[config.mk]
export PLATFORM = sky130hd
export DESIGN_NAME = aoic_top
export DESIGN_NICKNAME = d
export VERILOG_FILES = /design/src/verilog/aoic_pkg.sv /design/src/verilog/aoic_round_if.sv /design/src/verilog/aoic_round.sv /design/src/verilog/aoic_top.sv
export SDC_FILE = /design/constraint.sdc
export NUM_CORES = 1
export LEC_CHECK = 0
export BUFFER_PORTS_ARGS = -buffer_cell sky130_fd_sc_hd__buf_2
export CORE_MARGIN = 4
export CORE_UTILIZATION = 57
export CTS_BUF_LIST = sky130_fd_sc_hd__clkbuf_8
export CTS_CLUSTER_SIZE = 40
export DETAILED_ROUTE_END_ITERATION = 12
export PLACE_DENSITY = 0.79
export SETUP_SLACK_MARGIN = 0.15
export SLEW_MARGIN = 40
export SYNTH_ARGS = -nofsm -noshare
export SYNTH_HDL_FRONTEND = slang
export SYNTH_SLANG_ARGS = --single-unit
[constraint.sdc]
create_clock -name MCLK -period 5.4 [get_ports MCLK]
set_input_delay 1.08 -clock MCLK [delete_from_list [all_inputs] [get_ports MCLK]]
set_output_delay 1.08 -clock MCLK [all_outputs]
set_load 0.05 [all_outputs]
[src/verilog/aoic_pkg.sv]
/*
  Package for the area-of-interest and tap configuration command block.
  Holds register offsets, field positions, reset values, limits, step sizes,
  prompt codes and state encodings. Assumes a single 125 MHz system clock.
*/
package aoic_pkg;

  // Register byte offsets on the Wishbone bus
  localparam logic [7:0] AOIC_REG_CMD     = 8'h00;
  localparam logic [7:0] AOIC_REG_ARG     = 8'h04;
  localparam logic [7:0] AOIC_REG_STATUS  = 8'h08;
  localparam logic [7:0] AOIC_REG_HEIGHT  = 8'h0c;
  localparam logic [7:0] AOIC_REG_WIDTH   = 8'h10;
  localparam logic [7:0] AOIC_REG_OFFY    = 8'h14;
  localparam logic [7:0] AOIC_REG_OFFX    = 8'h18;
  localparam logic [7:0] AOIC_REG_TAPS    = 8'h1c;
  localparam logic [7:0] AOIC_REG_MODE    = 8'h20;
  localparam logic [7:0] AOIC_REG_LIMITS  = 8'h24;

  // Command codes, three ASCII letters in bits 23:0, any case
  localparam logic [23:0] AOIC_CMD_HEIGHT = 24'h616968; // "aih"
  localparam logic [23:0] AOIC_CMD_WIDTH  = 24'h616977; // "aiw"
  localparam logic [23:0] AOIC_CMD_OFFY   = 24'h616979; // "aiy"
  localparam logic [23:0] AOIC_CMD_OFFX   = 24'h616978; // "aix"
  localparam logic [23:0] AOIC_CMD_CALIB  = 24'h636366; // "ccf"
  localparam logic [23:0] AOIC_CMD_TAPS   = 24'h636c6d; // "clm"
  localparam logic [23:0] AOIC_CASE_MASK  = 24'h202020;

  // Prompt codes reported in the status register
  localparam logic [2:0] AOIC_PR_OK      = 3'h0;
  localparam logic [2:0] AOIC_PR_UNKNOWN = 3'h1;
  localparam logic [2:0] AOIC_PR_RANGE   = 3'h2;
  localparam logic [2:0] AOIC_PR_NOTAVL  = 3'h3;

  // Status field positions
  localparam int AOIC_ST_BUSY_BIT  = 0;
  localparam int AOIC_ST_READY_BIT = 1;
  localparam int AOIC_ST_PR_LSB    = 4;

  // Flat-field mode values; only calibration allows the offset calibration
  localparam logic [1:0] AOIC_FFM_OFF = 2'h0;
  localparam logic [1:0] AOIC_FFM_ON  = 2'h1;
  localparam logic [1:0] AOIC_FFM_CAL = 2'h2;
  localparam int AOIC_MODE_FFM_LSB    = 0;
  localparam int AOIC_MODE_ASPECT_LSB = 4;

  // Limits and steps
  localparam logic [15:0] AOIC_MIN_HEIGHT = 16'h0002;
  localparam logic [15:0] AOIC_STEP_V     = 16'h0002;
  localparam logic [15:0] AOIC_MIN_WIDTH  = 16'h0200;
  localparam logic [15:0] AOIC_STEP_H     = 16'h0080;
  localparam logic [3:0]  AOIC_TAPS_8     = 4'h8;
  localparam logic [3:0]  AOIC_TAPS_10    = 4'ha;

  // Calibration run time, shortened through a top parameter in simulation
  localparam int AOIC_CAL_TIME_MS = 2000;
  localparam int AOIC_CLK_MHZ     = 125;
  localparam int AOIC_CAL_CYCLES  = AOIC_CAL_TIME_MS * 1000 * AOIC_CLK_MHZ;

  typedef enum logic [3:0] {
    AOIC_S_IDLE  = 4'b0001,
    AOIC_S_EXEC  = 4'b0010,
    AOIC_S_CALIB = 4'b0100,
    AOIC_S_FIT   = 4'b1000
  } aoic_state_t;

endpackage

[src/verilog/aoic_round_if.sv]
/*
  Interface carrying one rounding-and-range-check request between the command
  engine and its arithmetic helper. Assumes both ends share one clock.
*/
`timescale 1ns/10ps
interface aoic_round_if;
  logic [15:0] value;
  logic [15:0] lo;
  logic [15:0] hi;
  logic [15:0] step;
  logic [15:0] result;
  logic        in_range;
  modport eng (output value, output lo, output hi, output step, input result, input in_range);
  modport alu (input value, input lo, input hi, input step, output result, output in_range);
endinterface

[src/verilog/aoic_round.sv]
/*
  Combinational helper: rounds a value to the nearest multiple of a power-of-two
  step and checks it against a range. Assumes step is a power of two and lo, hi
  are themselves multiples of step.
*/
`timescale 1ns/10ps
module aoic_round (
  aoic_round_if.alu rif
);
  logic [16:0] sum;
  logic [15:0] rounded;
  logic [15:0] mask;

  // Round half up to the nearest step, saturating at the top of the word
  always_comb begin
    mask    = ~(rif.step - 16'h0001);
    sum     = {1'b0, rif.value} + {2'b00, rif.step[15:1]};
    rounded = sum[16] ? mask : (sum[15:0] & mask);
    rif.result   = rounded;
    rif.in_range = (rounded >= rif.lo) && (rounded <= rif.hi) && (rif.hi >= rif.lo);
  end
endmodule

[src/verilog/aoic_top.sv]
/*
  Command engine for area-of-interest and tap settings and the offset
  calibration start. Software writes a three-letter command code and an
  argument over classic Wishbone and reads back settings and a prompt code.
  Assumes one 125 MHz clock MCLK and an asynchronous active-low RESETN.
*/
// What this block does
// - Height is accepted from 2 up to the maximum height and kept even.
// - Width is accepted from 512 up to a maximum set by model and aspect ratio.
// - Width is kept at multiples of 128.
// - Vertical offset is limited to 0 .. max height minus height, in steps of 2.
// - Horizontal offset is limited to 0 .. max width minus width, in steps of 128.
// - Values off the step grid are rounded to the nearest step, not rejected.
// - A change of aspect ratio refits height, width and offsets to the new limits.
// - Offset calibration runs only in the calibration flat-field mode, else it is refused.
// - Only 8 or 10 link taps are accepted.
// - Each finished command leaves a ready prompt, OK or an error code.
// - Command names match regardless of letter case.
`timescale 1ns/10ps
module aoic_top
  import aoic_pkg::*;
#(
  parameter logic [15:0] MAX_H_WIDE  = 16'h0400,
  parameter logic [15:0] MAX_W_WIDE  = 16'h1000,
  parameter logic [15:0] MAX_H_TALL  = 16'h0800,
  parameter logic [15:0] MAX_W_TALL  = 16'h0800,
  parameter int          CAL_CYCLES  = AOIC_CAL_CYCLES
) (
  input  wire logic        MCLK,
  input  wire logic        RESETN,
  input  wire logic        WB_CYC_I,
  input  wire logic        WB_STB_I,
  input  wire logic        WB_WE_I,
  input  wire logic [7:0]  WB_ADR_I,
  input  wire logic [3:0]  WB_SEL_I,
  input  wire logic [31:0] WB_DAT_I,
  output logic      [31:0] WB_DAT_O,
  output logic             WB_ACK_O,
  output logic             CAL_RUN,
  output logic      [3:0]  TAP_COUNT
);
  // Elaboration check: the rounding helper only serves limits that sit on the step grid
  if (CAL_CYCLES < 1 || MAX_H_WIDE[0] || MAX_H_TALL[0]
      || MAX_W_WIDE[6:0] != 7'h00 || MAX_W_TALL[6:0] != 7'h00
      || MAX_W_WIDE < AOIC_MIN_WIDTH || MAX_W_TALL < AOIC_MIN_WIDTH) begin : g_bad_param
    $error("aoic_top parameters out of range");
  end

  aoic_round_if rif ();
  aoic_round u_round (.rif(rif));

  aoic_state_t state;
  logic [23:0] cmd;
  logic [15:0] arg;
  logic        go;
  logic [15:0] height;
  logic [15:0] width;
  logic [15:0] offy;
  logic [15:0] offx;
  logic [1:0]  ffm;
  logic        aspect;
  logic        ready;
  logic [2:0]  prompt;
  logic [31:0] cal_cnt;
  logic [1:0]  fit_step;
  logic        wr;
  logic [23:0] cmd_lc;
  logic [15:0] max_h;
  logic [15:0] max_w;

  assign wr     = WB_CYC_I && WB_STB_I && WB_WE_I && !WB_ACK_O;
  assign cmd_lc = cmd | AOIC_CASE_MASK;
  assign max_h  = aspect ? MAX_H_TALL : MAX_H_WIDE;
  assign max_w  = aspect ? MAX_W_TALL : MAX_W_WIDE;
  assign CAL_RUN = (state == AOIC_S_CALIB);

  // Single-cycle acknowledge, dropped the cycle after it is given
  always_ff @(posedge MCLK or negedge RESETN) begin
    if (!RESETN) begin
      WB_ACK_O <= 1'b0;
    end else begin
      WB_ACK_O <= WB_CYC_I && WB_STB_I && !WB_ACK_O;
    end
  end

  // Read mux; unmapped offsets read zero
  always_ff @(posedge MCLK or negedge RESETN) begin
    if (!RESETN) begin
      WB_DAT_O <= 32'h00000000;
    end else if (WB_CYC_I && WB_STB_I && !WB_ACK_O && !WB_WE_I) begin
      case (WB_ADR_I)
        AOIC_REG_CMD:    WB_DAT_O <= {8'h00, cmd};
        AOIC_REG_ARG:    WB_DAT_O <= {16'h0000, arg};
        AOIC_REG_STATUS: WB_DAT_O <= {25'h0000000, prompt, 2'h0, ready, (state != AOIC_S_IDLE)};
        AOIC_REG_HEIGHT: WB_DAT_O <= {16'h0000, height};
        AOIC_REG_WIDTH:  WB_DAT_O <= {16'h0000, width};
        AOIC_REG_OFFY:   WB_DAT_O <= {16'h0000, offy};
        AOIC_REG_OFFX:   WB_DAT_O <= {16'h0000, offx};
        AOIC_REG_TAPS:   WB_DAT_O <= {28'h0000000, TAP_COUNT};
        AOIC_REG_MODE:   WB_DAT_O <= {27'h0000000, aspect, 2'h0, ffm};
        AOIC_REG_LIMITS: WB_DAT_O <= {max_w, max_h};
        default:         WB_DAT_O <= 32'h00000000;
      endcase
    end
  end

  // Command and argument capture; a write to the command word starts it.
  // Writes while busy are ignored so a running command keeps its inputs.
  always_ff @(posedge MCLK or negedge RESETN) begin
    if (!RESETN) begin
      cmd <= 24'h000000;
      arg <= 16'h0000;
      go  <= 1'b0;
    end else begin
      go <= 1'b0;
      if (wr && state == AOIC_S_IDLE && !go) begin
        if (WB_ADR_I == AOIC_REG_ARG) begin
          if (WB_SEL_I[0]) arg[7:0]  <= WB_DAT_I[7:0];
          if (WB_SEL_I[1]) arg[15:8] <= WB_DAT_I[15:8];
        end
        if (WB_ADR_I == AOIC_REG_CMD && WB_SEL_I[2:0] == 3'b111) begin
          cmd <= WB_DAT_I[23:0];
          go  <= 1'b1;
        end
      end
    end
  end

  // Flat-field mode and aspect ratio; an aspect change triggers a refit
  always_ff @(posedge MCLK or negedge RESETN) begin
    if (!RESETN) begin
      ffm    <= AOIC_FFM_OFF;
      aspect <= 1'b0;
    end else if (wr && state == AOIC_S_IDLE && WB_ADR_I == AOIC_REG_MODE && WB_SEL_I[0]) begin
      ffm    <= WB_DAT_I[AOIC_MODE_FFM_LSB +: 2];
      aspect <= WB_DAT_I[AOIC_MODE_ASPECT_LSB];
    end
  end

  logic aspect_d;
  always_ff @(posedge MCLK or negedge RESETN) begin
    if (!RESETN) begin
      aspect_d <= 1'b0;
    end else begin
      aspect_d <= aspect;
    end
  end

  // Drive the rounding helper from the command, or from the refit step
  always_comb begin
    rif.value = arg;
    rif.step  = AOIC_STEP_V;
    rif.lo    = 16'h0000;
    rif.hi    = 16'h0000;
    if (state == AOIC_S_FIT) begin
      case (fit_step)
        2'd0: begin rif.value = height; rif.lo = AOIC_MIN_HEIGHT; rif.hi = max_h; end
        2'd1: begin rif.value = width; rif.step = AOIC_STEP_H; rif.lo = AOIC_MIN_WIDTH; rif.hi = max_w; end
        2'd2: begin rif.value = offy; rif.hi = max_h - height; end
        default: begin rif.value = offx; rif.step = AOIC_STEP_H; rif.hi = max_w - width; end
      endcase
    end else if (cmd_lc == AOIC_CMD_WIDTH) begin
      rif.step = AOIC_STEP_H;
      rif.lo   = AOIC_MIN_WIDTH;
      rif.hi   = max_w;
    end else if (cmd_lc == AOIC_CMD_OFFY) begin
      rif.hi = max_h - height;
    end else if (cmd_lc == AOIC_CMD_OFFX) begin
      rif.step = AOIC_STEP_H;
      rif.hi   = max_w - width;
    end else begin
      rif.lo = AOIC_MIN_HEIGHT;
      rif.hi = max_h;
    end
  end

  // Refit clamp: fall back to the nearest limit when out of range
  logic [15:0] fit_val;
  always_comb begin
    if (rif.in_range) begin
      fit_val = rif.result;
    end else if (rif.result < rif.lo || rif.hi < rif.lo) begin
      fit_val = rif.lo;
    end else begin
      fit_val = rif.hi;
    end
  end

  // Command sequencer
  always_ff @(posedge MCLK or negedge RESETN) begin
    if (!RESETN) begin
      state     <= AOIC_S_IDLE;
      ready     <= 1'b1;
      prompt    <= AOIC_PR_OK;
      cal_cnt   <= 32'h00000000;
      fit_step  <= 2'd0;
      height    <= AOIC_MIN_HEIGHT;
      width     <= AOIC_MIN_WIDTH;
      offy      <= 16'h0000;
      offx      <= 16'h0000;
      TAP_COUNT <= AOIC_TAPS_8;
    end else begin
      case (state)
        AOIC_S_IDLE: begin
          if (aspect != aspect_d) begin
            state    <= AOIC_S_FIT;
            fit_step <= 2'd0;
          end else if (go) begin
            state <= AOIC_S_EXEC;
            ready <= 1'b0;
          end
        end
        AOIC_S_EXEC: begin
          state  <= AOIC_S_IDLE;
          ready  <= 1'b1;
          prompt <= AOIC_PR_OK;
          case (cmd_lc)
            AOIC_CMD_HEIGHT, AOIC_CMD_WIDTH, AOIC_CMD_OFFY, AOIC_CMD_OFFX: begin
              if (!rif.in_range) begin
                prompt <= AOIC_PR_RANGE;
              end else if (cmd_lc == AOIC_CMD_HEIGHT) begin
                height <= rif.result;
              end else if (cmd_lc == AOIC_CMD_WIDTH) begin
                width <= rif.result;
              end else if (cmd_lc == AOIC_CMD_OFFY) begin
                offy <= rif.result;
              end else begin
                offx <= rif.result;
              end
            end
            AOIC_CMD_CALIB: begin
              if (ffm == AOIC_FFM_CAL) begin
                state   <= AOIC_S_CALIB;
                ready   <= 1'b0;
                cal_cnt <= 32'h00000000;
              end else begin
                prompt <= AOIC_PR_NOTAVL;
              end
            end
            AOIC_CMD_TAPS: begin
              if (arg == 16'h0008 || arg == 16'h000a) begin
                TAP_COUNT <= arg[3:0];
              end else begin
                prompt <= AOIC_PR_RANGE;
              end
            end
            default: prompt <= AOIC_PR_UNKNOWN;
          endcase
        end
        AOIC_S_CALIB: begin
          // Stands in for the averaging pass run by the pixel datapath
          if (cal_cnt == 32'(CAL_CYCLES - 1)) begin
            state <= AOIC_S_IDLE;
            ready <= 1'b1;
          end else begin
            cal_cnt <= cal_cnt + 32'h00000001;
          end
        end
        AOIC_S_FIT: begin
          // Height and width first, since the offset limits depend on them
          case (fit_step)
            2'd0: height <= fit_val;
            2'd1: width  <= fit_val;
            2'd2: offy   <= fit_val;
            default: offx <= fit_val;
          endcase
          fit_step <= fit_step + 2'd1;
          if (fit_step == 2'd3) state <= AOIC_S_IDLE;
        end
        default: state <= AOIC_S_IDLE;
      endcase
    end
  end
endmodule

# Yosys cells after proc, flatten, opt, wreduce, memory -nomap -nowiden

Cells that the tools add are included.
Widths: inputs -> output; s select.

Memory bits (writable): 0
Bits in read-only memories: 0
Memories: 0
Bits of input ports: 49
Bits in latches: 0
Logic and storage cells: 193
Bits in registers: 188
Output and inout port bits: 38

Shifts and indexed selects: 0
$add $sub $neg: 6
Div/mod/pow operators: 0
Multiply operators: 0
Eq/ne operators: 50
Muxes and demuxes: 73
Bitwise logic cells: 2
Order comparisons: 5
Reductions and logical operators: 38

Operator list:

| kind                  | count |
|---|---|
| $mux 16               | 31 |
| $pmux 29 s10          | 1 |
| $pmux 16 s2           | 4 |
| $eq 21x20->1 const B  | 6 |
| $mux 32               | 3 |
| $pmux 16 s3           | 2 |
| $pmux 32 s2           | 1 |
| $add 32x1->32 const B | 1 |
| $eq 16x4->1 const B   | 2 |
| $eq 32x28->1 const B  | 1 |
| $eq 8x5->1 const B    | 4 |
| $ge 16x16->1          | 2 |
| $lt 16x16->1          | 2 |
| $mux 8                | 4 |
| $ne 2x2->1 const B    | 12 |
| $pmux 10 s2           | 1 |
| $add 16x15->17        | 1 |
| $and 16x16->16        | 1 |
| $eq 8x4->1 const B    | 2 |
| $eq 8x6->1 const B    | 2 |
| $le 16x16->1          | 1 |
| $mux 4                | 4 |
| $ne 2x1->1 const B    | 8 |
| $not 16->16           | 1 |
| other kinds (41)      | 77 |

# Depth between registers and ports, before layout

Depth in word-level cells: 15
Gate-level depth with buffers: 28
Mapped depth without buffers: 23

# By module

From an unflattened synthesis, not the netlist that was laid out.

Cell total of the unflattened synthesis: 1,402
Area total of the unflattened synthesis: 12,954.9 sq um

By module, submodules not included:

| module     | sequential area each (sq um) | times used | area an instance (sq um) | cells an instance |
|---|---|---|---|---|
| aoic_top   | 4,535.6                      | 1          | 10,623.9                 | 1,100 |
| aoic_round | 0.0                          | 1          | 2,331.0                  | 302 |

# Least setup slack after synthesis

No wires, ideal clock.

Path kind: reg-to-reg
Start: register fit_step[0]
End: register width[11]
Stages on the path, launching flop included: 26
Slack: -0.275 ns
Arrival: 5.550 ns
Clock period less this slack: 5.675 ns
Required time: 5.275 ns
Path buffers: 4
Library setup time: 0.125 ns
Cells stage by stage: dfrtp_1 -> inv_1 -> ha_1 -> buf_2 -> buf_1 -> nor3_1 -> a31o_2 -> buf_2 -> a21oi_1 -> ha_1 -> inv_1 -> a221oi_2 -> a21oi_1 -> nor4_2 -> mux2_2 -> nor2_1 -> ha_1 -> nand4_1 -> nor2_1 -> nand2_1 -> nor4_1 -> o32ai_4 -> or3_1 -> o21ai_4 -> buf_6 -> mux2_2

Word-level cells in the longest chain between the ends: 14
Elaborated cells on any way between the ends: 36
Those cells by class: 2 x add/sub; 5 x order compare; 4 x eq/ne; 17 x mux; 2 x bitwise; 6 x reduce/logical

Ends and longest elaborated chain:

| element                                               | RTL line                          | source |
|---|---|---|
| start, declared                                       | aoic_top.sv:65                    | `logic [1:0] fit_step;` |
| start signal, assigned                                | aoic_top.sv:267                   | `fit_step <= fit_step + 2'd1;` |
| $eq 2x2->1 or $logic_not 2->1 (tied branches)         | aoic_top.sv:156                   | `case (fit_step)` |
| $reduce_or 2->1 (no line)                             | -                                 |  |
| $mux 8                                                | aoic_top.sv:156                   |  |
| $mux 16                                               | aoic_top.sv:155                   | `if (state == AOIC_S_FIT) begin` |
| $sub 16x1->16                                         | aoic_round.sv:16                  | `mask = ~(rif.step - 16'h0001);` |
| $not 16->16                                           | aoic_round.sv:16                  |  |
| $and 16x16->16                                        | aoic_round.sv:18                  | `rounded = sum[16] ? mask : (sum[15:0] & mask);` |
| $mux 16                                               | aoic_round.sv:18                  |  |
| $lt 16x16->1, or another cell as far along            | aoic_top.sv:182                   | `end else if (rif.result < rif.lo \|\| rif.hi < rif.lo) begin` |
| $logic_or 1x1->1 or $logic_and 1x1->1 (tied branches) | aoic_top.sv:182, aoic_round.sv:20 |  |
| $mux 16 or $logic_and 1x1->1 (tied branches)          | aoic_top.sv:182, aoic_round.sv:20 |  |
| $mux 16                                               | aoic_top.sv:180                   | `if (rif.in_range) begin` |
| $mux 16                                               | aoic_top.sv:261                   | `case (fit_step)` |
| $pmux 16 s2                                           | aoic_top.sv:203                   | `case (state)` |
| end signal, assigned                                  | aoic_top.sv:224                   | `width <= rif.result;` |
| end signal, assigned                                  | aoic_top.sv:263                   | `2'd1: width <= fit_val;` |
| end, declared                                         | aoic_top.sv:57                    | `logic [15:0] width;` |

Parallel ways exist; a longest one is shown, timed or not. The select of a mux whose other input is x is not followed.
A chain may end at the register's enable or synchronous reset.

# Worst setup path after layout

Start: register state[1]
End: register width[12]

Word-level cells in the longest chain between the ends: 12
Elaborated cells on any way between the ends: 34
Those cells by class: 2 x add/sub; 5 x order compare; 7 x eq/ne; 13 x mux; 2 x bitwise; 5 x reduce/logical

Ends and longest elaborated chain:

| element                                               | RTL line                          | source |
|---|---|---|
| start, declared                                       | aoic_top.sv:52                    | `aoic_state_t state;` |
| start signal, assigned                                | aoic_top.sv:192                   | `state <= AOIC_S_IDLE;` |
| start signal, assigned                                | aoic_top.sv:206                   | `state <= AOIC_S_FIT;` |
| start signal, assigned                                | aoic_top.sv:209                   | `state <= AOIC_S_EXEC;` |
| $eq 4x4->1                                            | aoic_top.sv:155, aoic_top.sv:203  |  |
| $mux 16                                               | aoic_top.sv:155                   |  |
| $sub 16x1->16                                         | aoic_round.sv:16                  |  |
| $not 16->16                                           | aoic_round.sv:16                  |  |
| $and 16x16->16                                        | aoic_round.sv:18                  |  |
| $mux 16                                               | aoic_round.sv:18                  |  |
| $lt 16x16->1, or another cell as far along            | aoic_top.sv:182                   |  |
| $logic_or 1x1->1 or $logic_and 1x1->1 (tied branches) | aoic_top.sv:182, aoic_round.sv:20 |  |
| $mux 16 or $logic_and 1x1->1 (tied branches)          | aoic_top.sv:182, aoic_round.sv:20 |  |
| $mux 16                                               | aoic_top.sv:180                   |  |
| $mux 16                                               | aoic_top.sv:261                   |  |
| $pmux 16 s2                                           | aoic_top.sv:203                   |  |

Parallel ways exist; a longest one is shown, timed or not. The select of a mux whose other input is x is not followed.

==> results.json <==
{
  "synth_area_um2": 12000,
  "ys.flop_type": "dfrtp_1",
  "final.setup_skew_ns": 0.02796,
  "drtIter0Drc": 1470,
  "yosys.cell_types.count": 100,
  "path_class": "flip-flop to flip-flop",
  "hold_path.class": "input pin to async pin",
  "fin_crit_ns": 5.228,
  "end_kind": "flip-flop",
  "first_global_vias": 11020,
  "dp_hpwl_um": 29020,
  "clk_latency_ns": 0.49,
  "antenna_found_initial": 1,
  "worst_pin_slew_ns": 0.7451,
  "gp_congestion": 1.049,
  "final-seq-area_um2": 4538,
  "rsz0062_at_grt": "true",
  "core_um2": 20490,
  "synth_top_family_by_area": "simple AND/OR/NAND/NOR gates",
  "die_h_um": 153.1,
  "grt_usage_pct": 32.84,
  "multiInputGateArea_um2": 7586,
  "p_per_area_nw_per_um2": 188.0,
  "io_pins": 87,
  "total_power_w": 0.002771,
  "synth_warnings": 0,
  "synth_top_area_cell": "dfrtp_1",
  "area_delta_synth_final_pct": 22.80,
  "fin_crit_sh_pct": 96.81,
  "vias": 11410,
  "critical_path.startpoint_type": "flip-flop",
  "synth_commonest_cells": "199 x nand2_1, 176 x dfrtp_1, 80 x nor2_1, 61 x mux2_2, 58 x o21ai_0",
  "ctsHoldBuffers": 0,
  "setup_tns_ns": 0,
  "yosys.area_share.adder_pct": 3.648,
  "synth_seq_cells": 181,
  "drcViolationCount": 0,
  "drive_gt1_share_pct": 29.59,
  "max_cap_viol_count": 0,
  "drv_slew": 0,
  "root_buffer": "clkbuf_8",
  "status": "finished, final reports clean",
  "viasPerCell": 6.622,
  "antennaDiodeCount": 0,
  "crit_chain": "or4b_4 > buf_12 > buf_16 > a211o_1 > a222oi_1 > buf_4 > and4_4 > nand2_4 > a21oi_4 > ha_4 > a21o_1 > a21o_1 > a21o_1 > a21o_1 > a21o_1 > a31oi_4 > o32ai_4 > or3_4 > o21ai_4 > buf_12 > buf_16 > mux2_4",
  "fill_cells": 1489,
  "layout.nets": 1524,
  "wire_per_inst_um": 23.19,
  "leakage_nw": 6.910,
  "required_ns": 5.78,
  "overflow": 0,
  "postSynthCellCount": 1275,
  "clock.fmax_mhz": 191.3,
  "cts_tree": "done",
  "final_core_util_pct": 71.92,
  "numCtsBuffers": 17,
  "crit_top_cell": "a21o_1",
  "grt_pass1_wl_um": 61120,
  "synth_edf_count": 0,
  "synth_mux_area_share_pct": 10.03,
  "max_stage_delay_ns": 0.61,
  "critical_path_arrival_ns": 5.61,
  "setup_viol": 0,
  "avgSynthCellArea_um2": 9.414,
  "synthDominantCellAreaShare_pct": 36.69,
  "ir_worst_vdd_mv": 0.1536,
  "final_hold_viol_count": 0,
  "dr.pass1.iters": 10,
  "grt_start_max_net_pins": 115,
  "synth.most_common_cell": "nand2_1",
  "cp_slowest_cell": "or4b_4",
  "rrSetupSlack_ns": 0.17,
  "worst-path-buf-inv": 5,
  "critical-path-top-delay-family": "compound AO/OA/AOI/OAI gates",
  "path_clk_slew_ns": 0.12,
  "postRouteAntennaNets": 0,
  "relSlewSlack_pct": 50.23,
  "cts_buffer_depth": 2,
  "crit_fanout": 6,
  "die_width_um": 153.1,
  "cts-htree-levels": 4,
  "synthArstFlopShare_pct": 100.0,
  "wl_um": 39960,
  "synthSimpleGateAreaFrac_pct": 21.02,
  "cts.sinks": 181,
  "num_rows": 52,
  "seq_area_frac_synth_pct": 37.79,
  "portBuffers": 71,
  "synth-compound-area-share_pct": 19.34,
  "initial_utilization_pct": 58.57,
  "die_area_um2": 23440,
  "synth-xor-area-share_pct": 4.086,
  "synthTopCellsByArea": "dfrtp_1 37%, nand2_1 6.2%, mux2_2 5.7%"
}
-- logic make-up (layout without fill, tap and decap cells) --
family | count (synthesis) | after routing
AND/OR/NAND/NOR | 494 | 494
other | 1 | 6
flip-flops | 181 | 181
adder cells (fa/ha/maj) | 35 | 35
XOR/XNOR | 56 | 56
multiplexers | 104 | 104
buffers and inverters | 107 | 280
AO/OA/AOI/OAI | 297 | 297
-- final timing paths --
path | startpoint | end | cells past startpoint
setup / recovery | state[1] | width[12] | 22
hold / removal | RESETN | WB_DAT_O[21] | 1
setup reg to reg | state[1] | width[12] | 22
hold reg to reg | WB_DAT_O[2] | WB_DAT_O[2] | 1
max in group asynchronous | RESETN | cal_cnt[1] | 3
min in group MCLK | WB_DAT_O[2] | WB_DAT_O[2] | 1
-- registers in the layout, summed over array words and instances (netlist names), 2 cells and up --
register   flops
state          4
ffm            2
height        16
arg           16
offy          16
WB_DAT_O      26
width         16
prompt         2
cal_cnt       32
cmd           24
fit_step       2
offx          16
TAP_COUNT      4
-- report_power, final --
part	internal [W]	leakage (nW)	switching, W
sequential	0.00137	2.49	0.0000139
combinational	0.000122	4.19	0.000191
clock	0.000489	0.233	0.000588
-- metrics by stage --
step	hold slack, ns	instance area (µm²)	instances	setup slack, ns
6_report	0.4449	14740	1723	0.1722
3_5_place_dp	0.4572	13460	1665	-0.04783
4_1_cts	0.4812	14210	1712	0.1506
2_1_floorplan	0.3993	12140	1280	0.1598
5_1_grt	0.4383	14740	1723	-0.0008833
3_3_place_gp	0.4512	13450	1665	0.05393
-- layout make-up --
class	count	share of cell area [%]
Inverter	30	0.7810
Timing Repair Buffer	218	11.52
Clock buffer	17	1.587
Tap cell	270	2.292
Multi-Input combinational cell	992	51.47
Clock inverter	15	1.562
Sequential cell	181	30.79
-- worst reg2reg max path: cells and delay by family (launching register included) --
kind                     cells  cell delay, ns
AND/OR/NAND/NOR              4            1.31
AO/OA/AOI/OAI               11            2.15
flip-flops                   1            0.39
multiplexers                 1            0.29
adder cells (fa/ha/maj)      1            0.23
buffers and inverters        5            0.77
-- layout by cell type (no fill, tap or decap), drive strengths merged, types with 8 or more instances in the layout --
cell,netlist,routed
xnor2,27,27
o21ai,62,62
nor3b,10,10
buf,22,216
inv,29,36
o31ai,8,8
dfrtp,176,176
nor2b,22,22
nor4,20,20
nand3,22,22
nor2,81,81
ha,35,35
a21o,22,22
mux2i,25,25
nand4,18,18
nand2,199,199
nand2b,11,11
a31oi,10,10
xor2,29,29
and2,17,17
and3,18,18
o2bb2ai,14,14
mux2,75,75
clkbuf,55,19
nor3,20,20
a21oi,51,51
a211oi,8,8
a222oi,33,33
-- metal layers --
metal | up-vias | part of all wire (%) | wire length (µm) | GRT usage (%)
li1 | 5036 | - | - | -
met1 | 5492 | 39 | 15710 | 43.79
met2 | 689 | 46 | 18220 | 52.29
met3 | 190 | 10 | 3991 | 7.492
met4 | 2 | 5.1 | 2025 | 12.94
met5 | - | 0.030 | 12 | 0
-- repair_timing --
action / in CTS / in global routing
cloned: 1 / 2
pin swaps: 11 / 25
resized for setup: 29 / 62
endpoints found under the setup margin: 60 / 63
buffers inserted: 14 / 8
hold endpoints to repair: 0 / 0
Power figures use the tool's default switching activity.
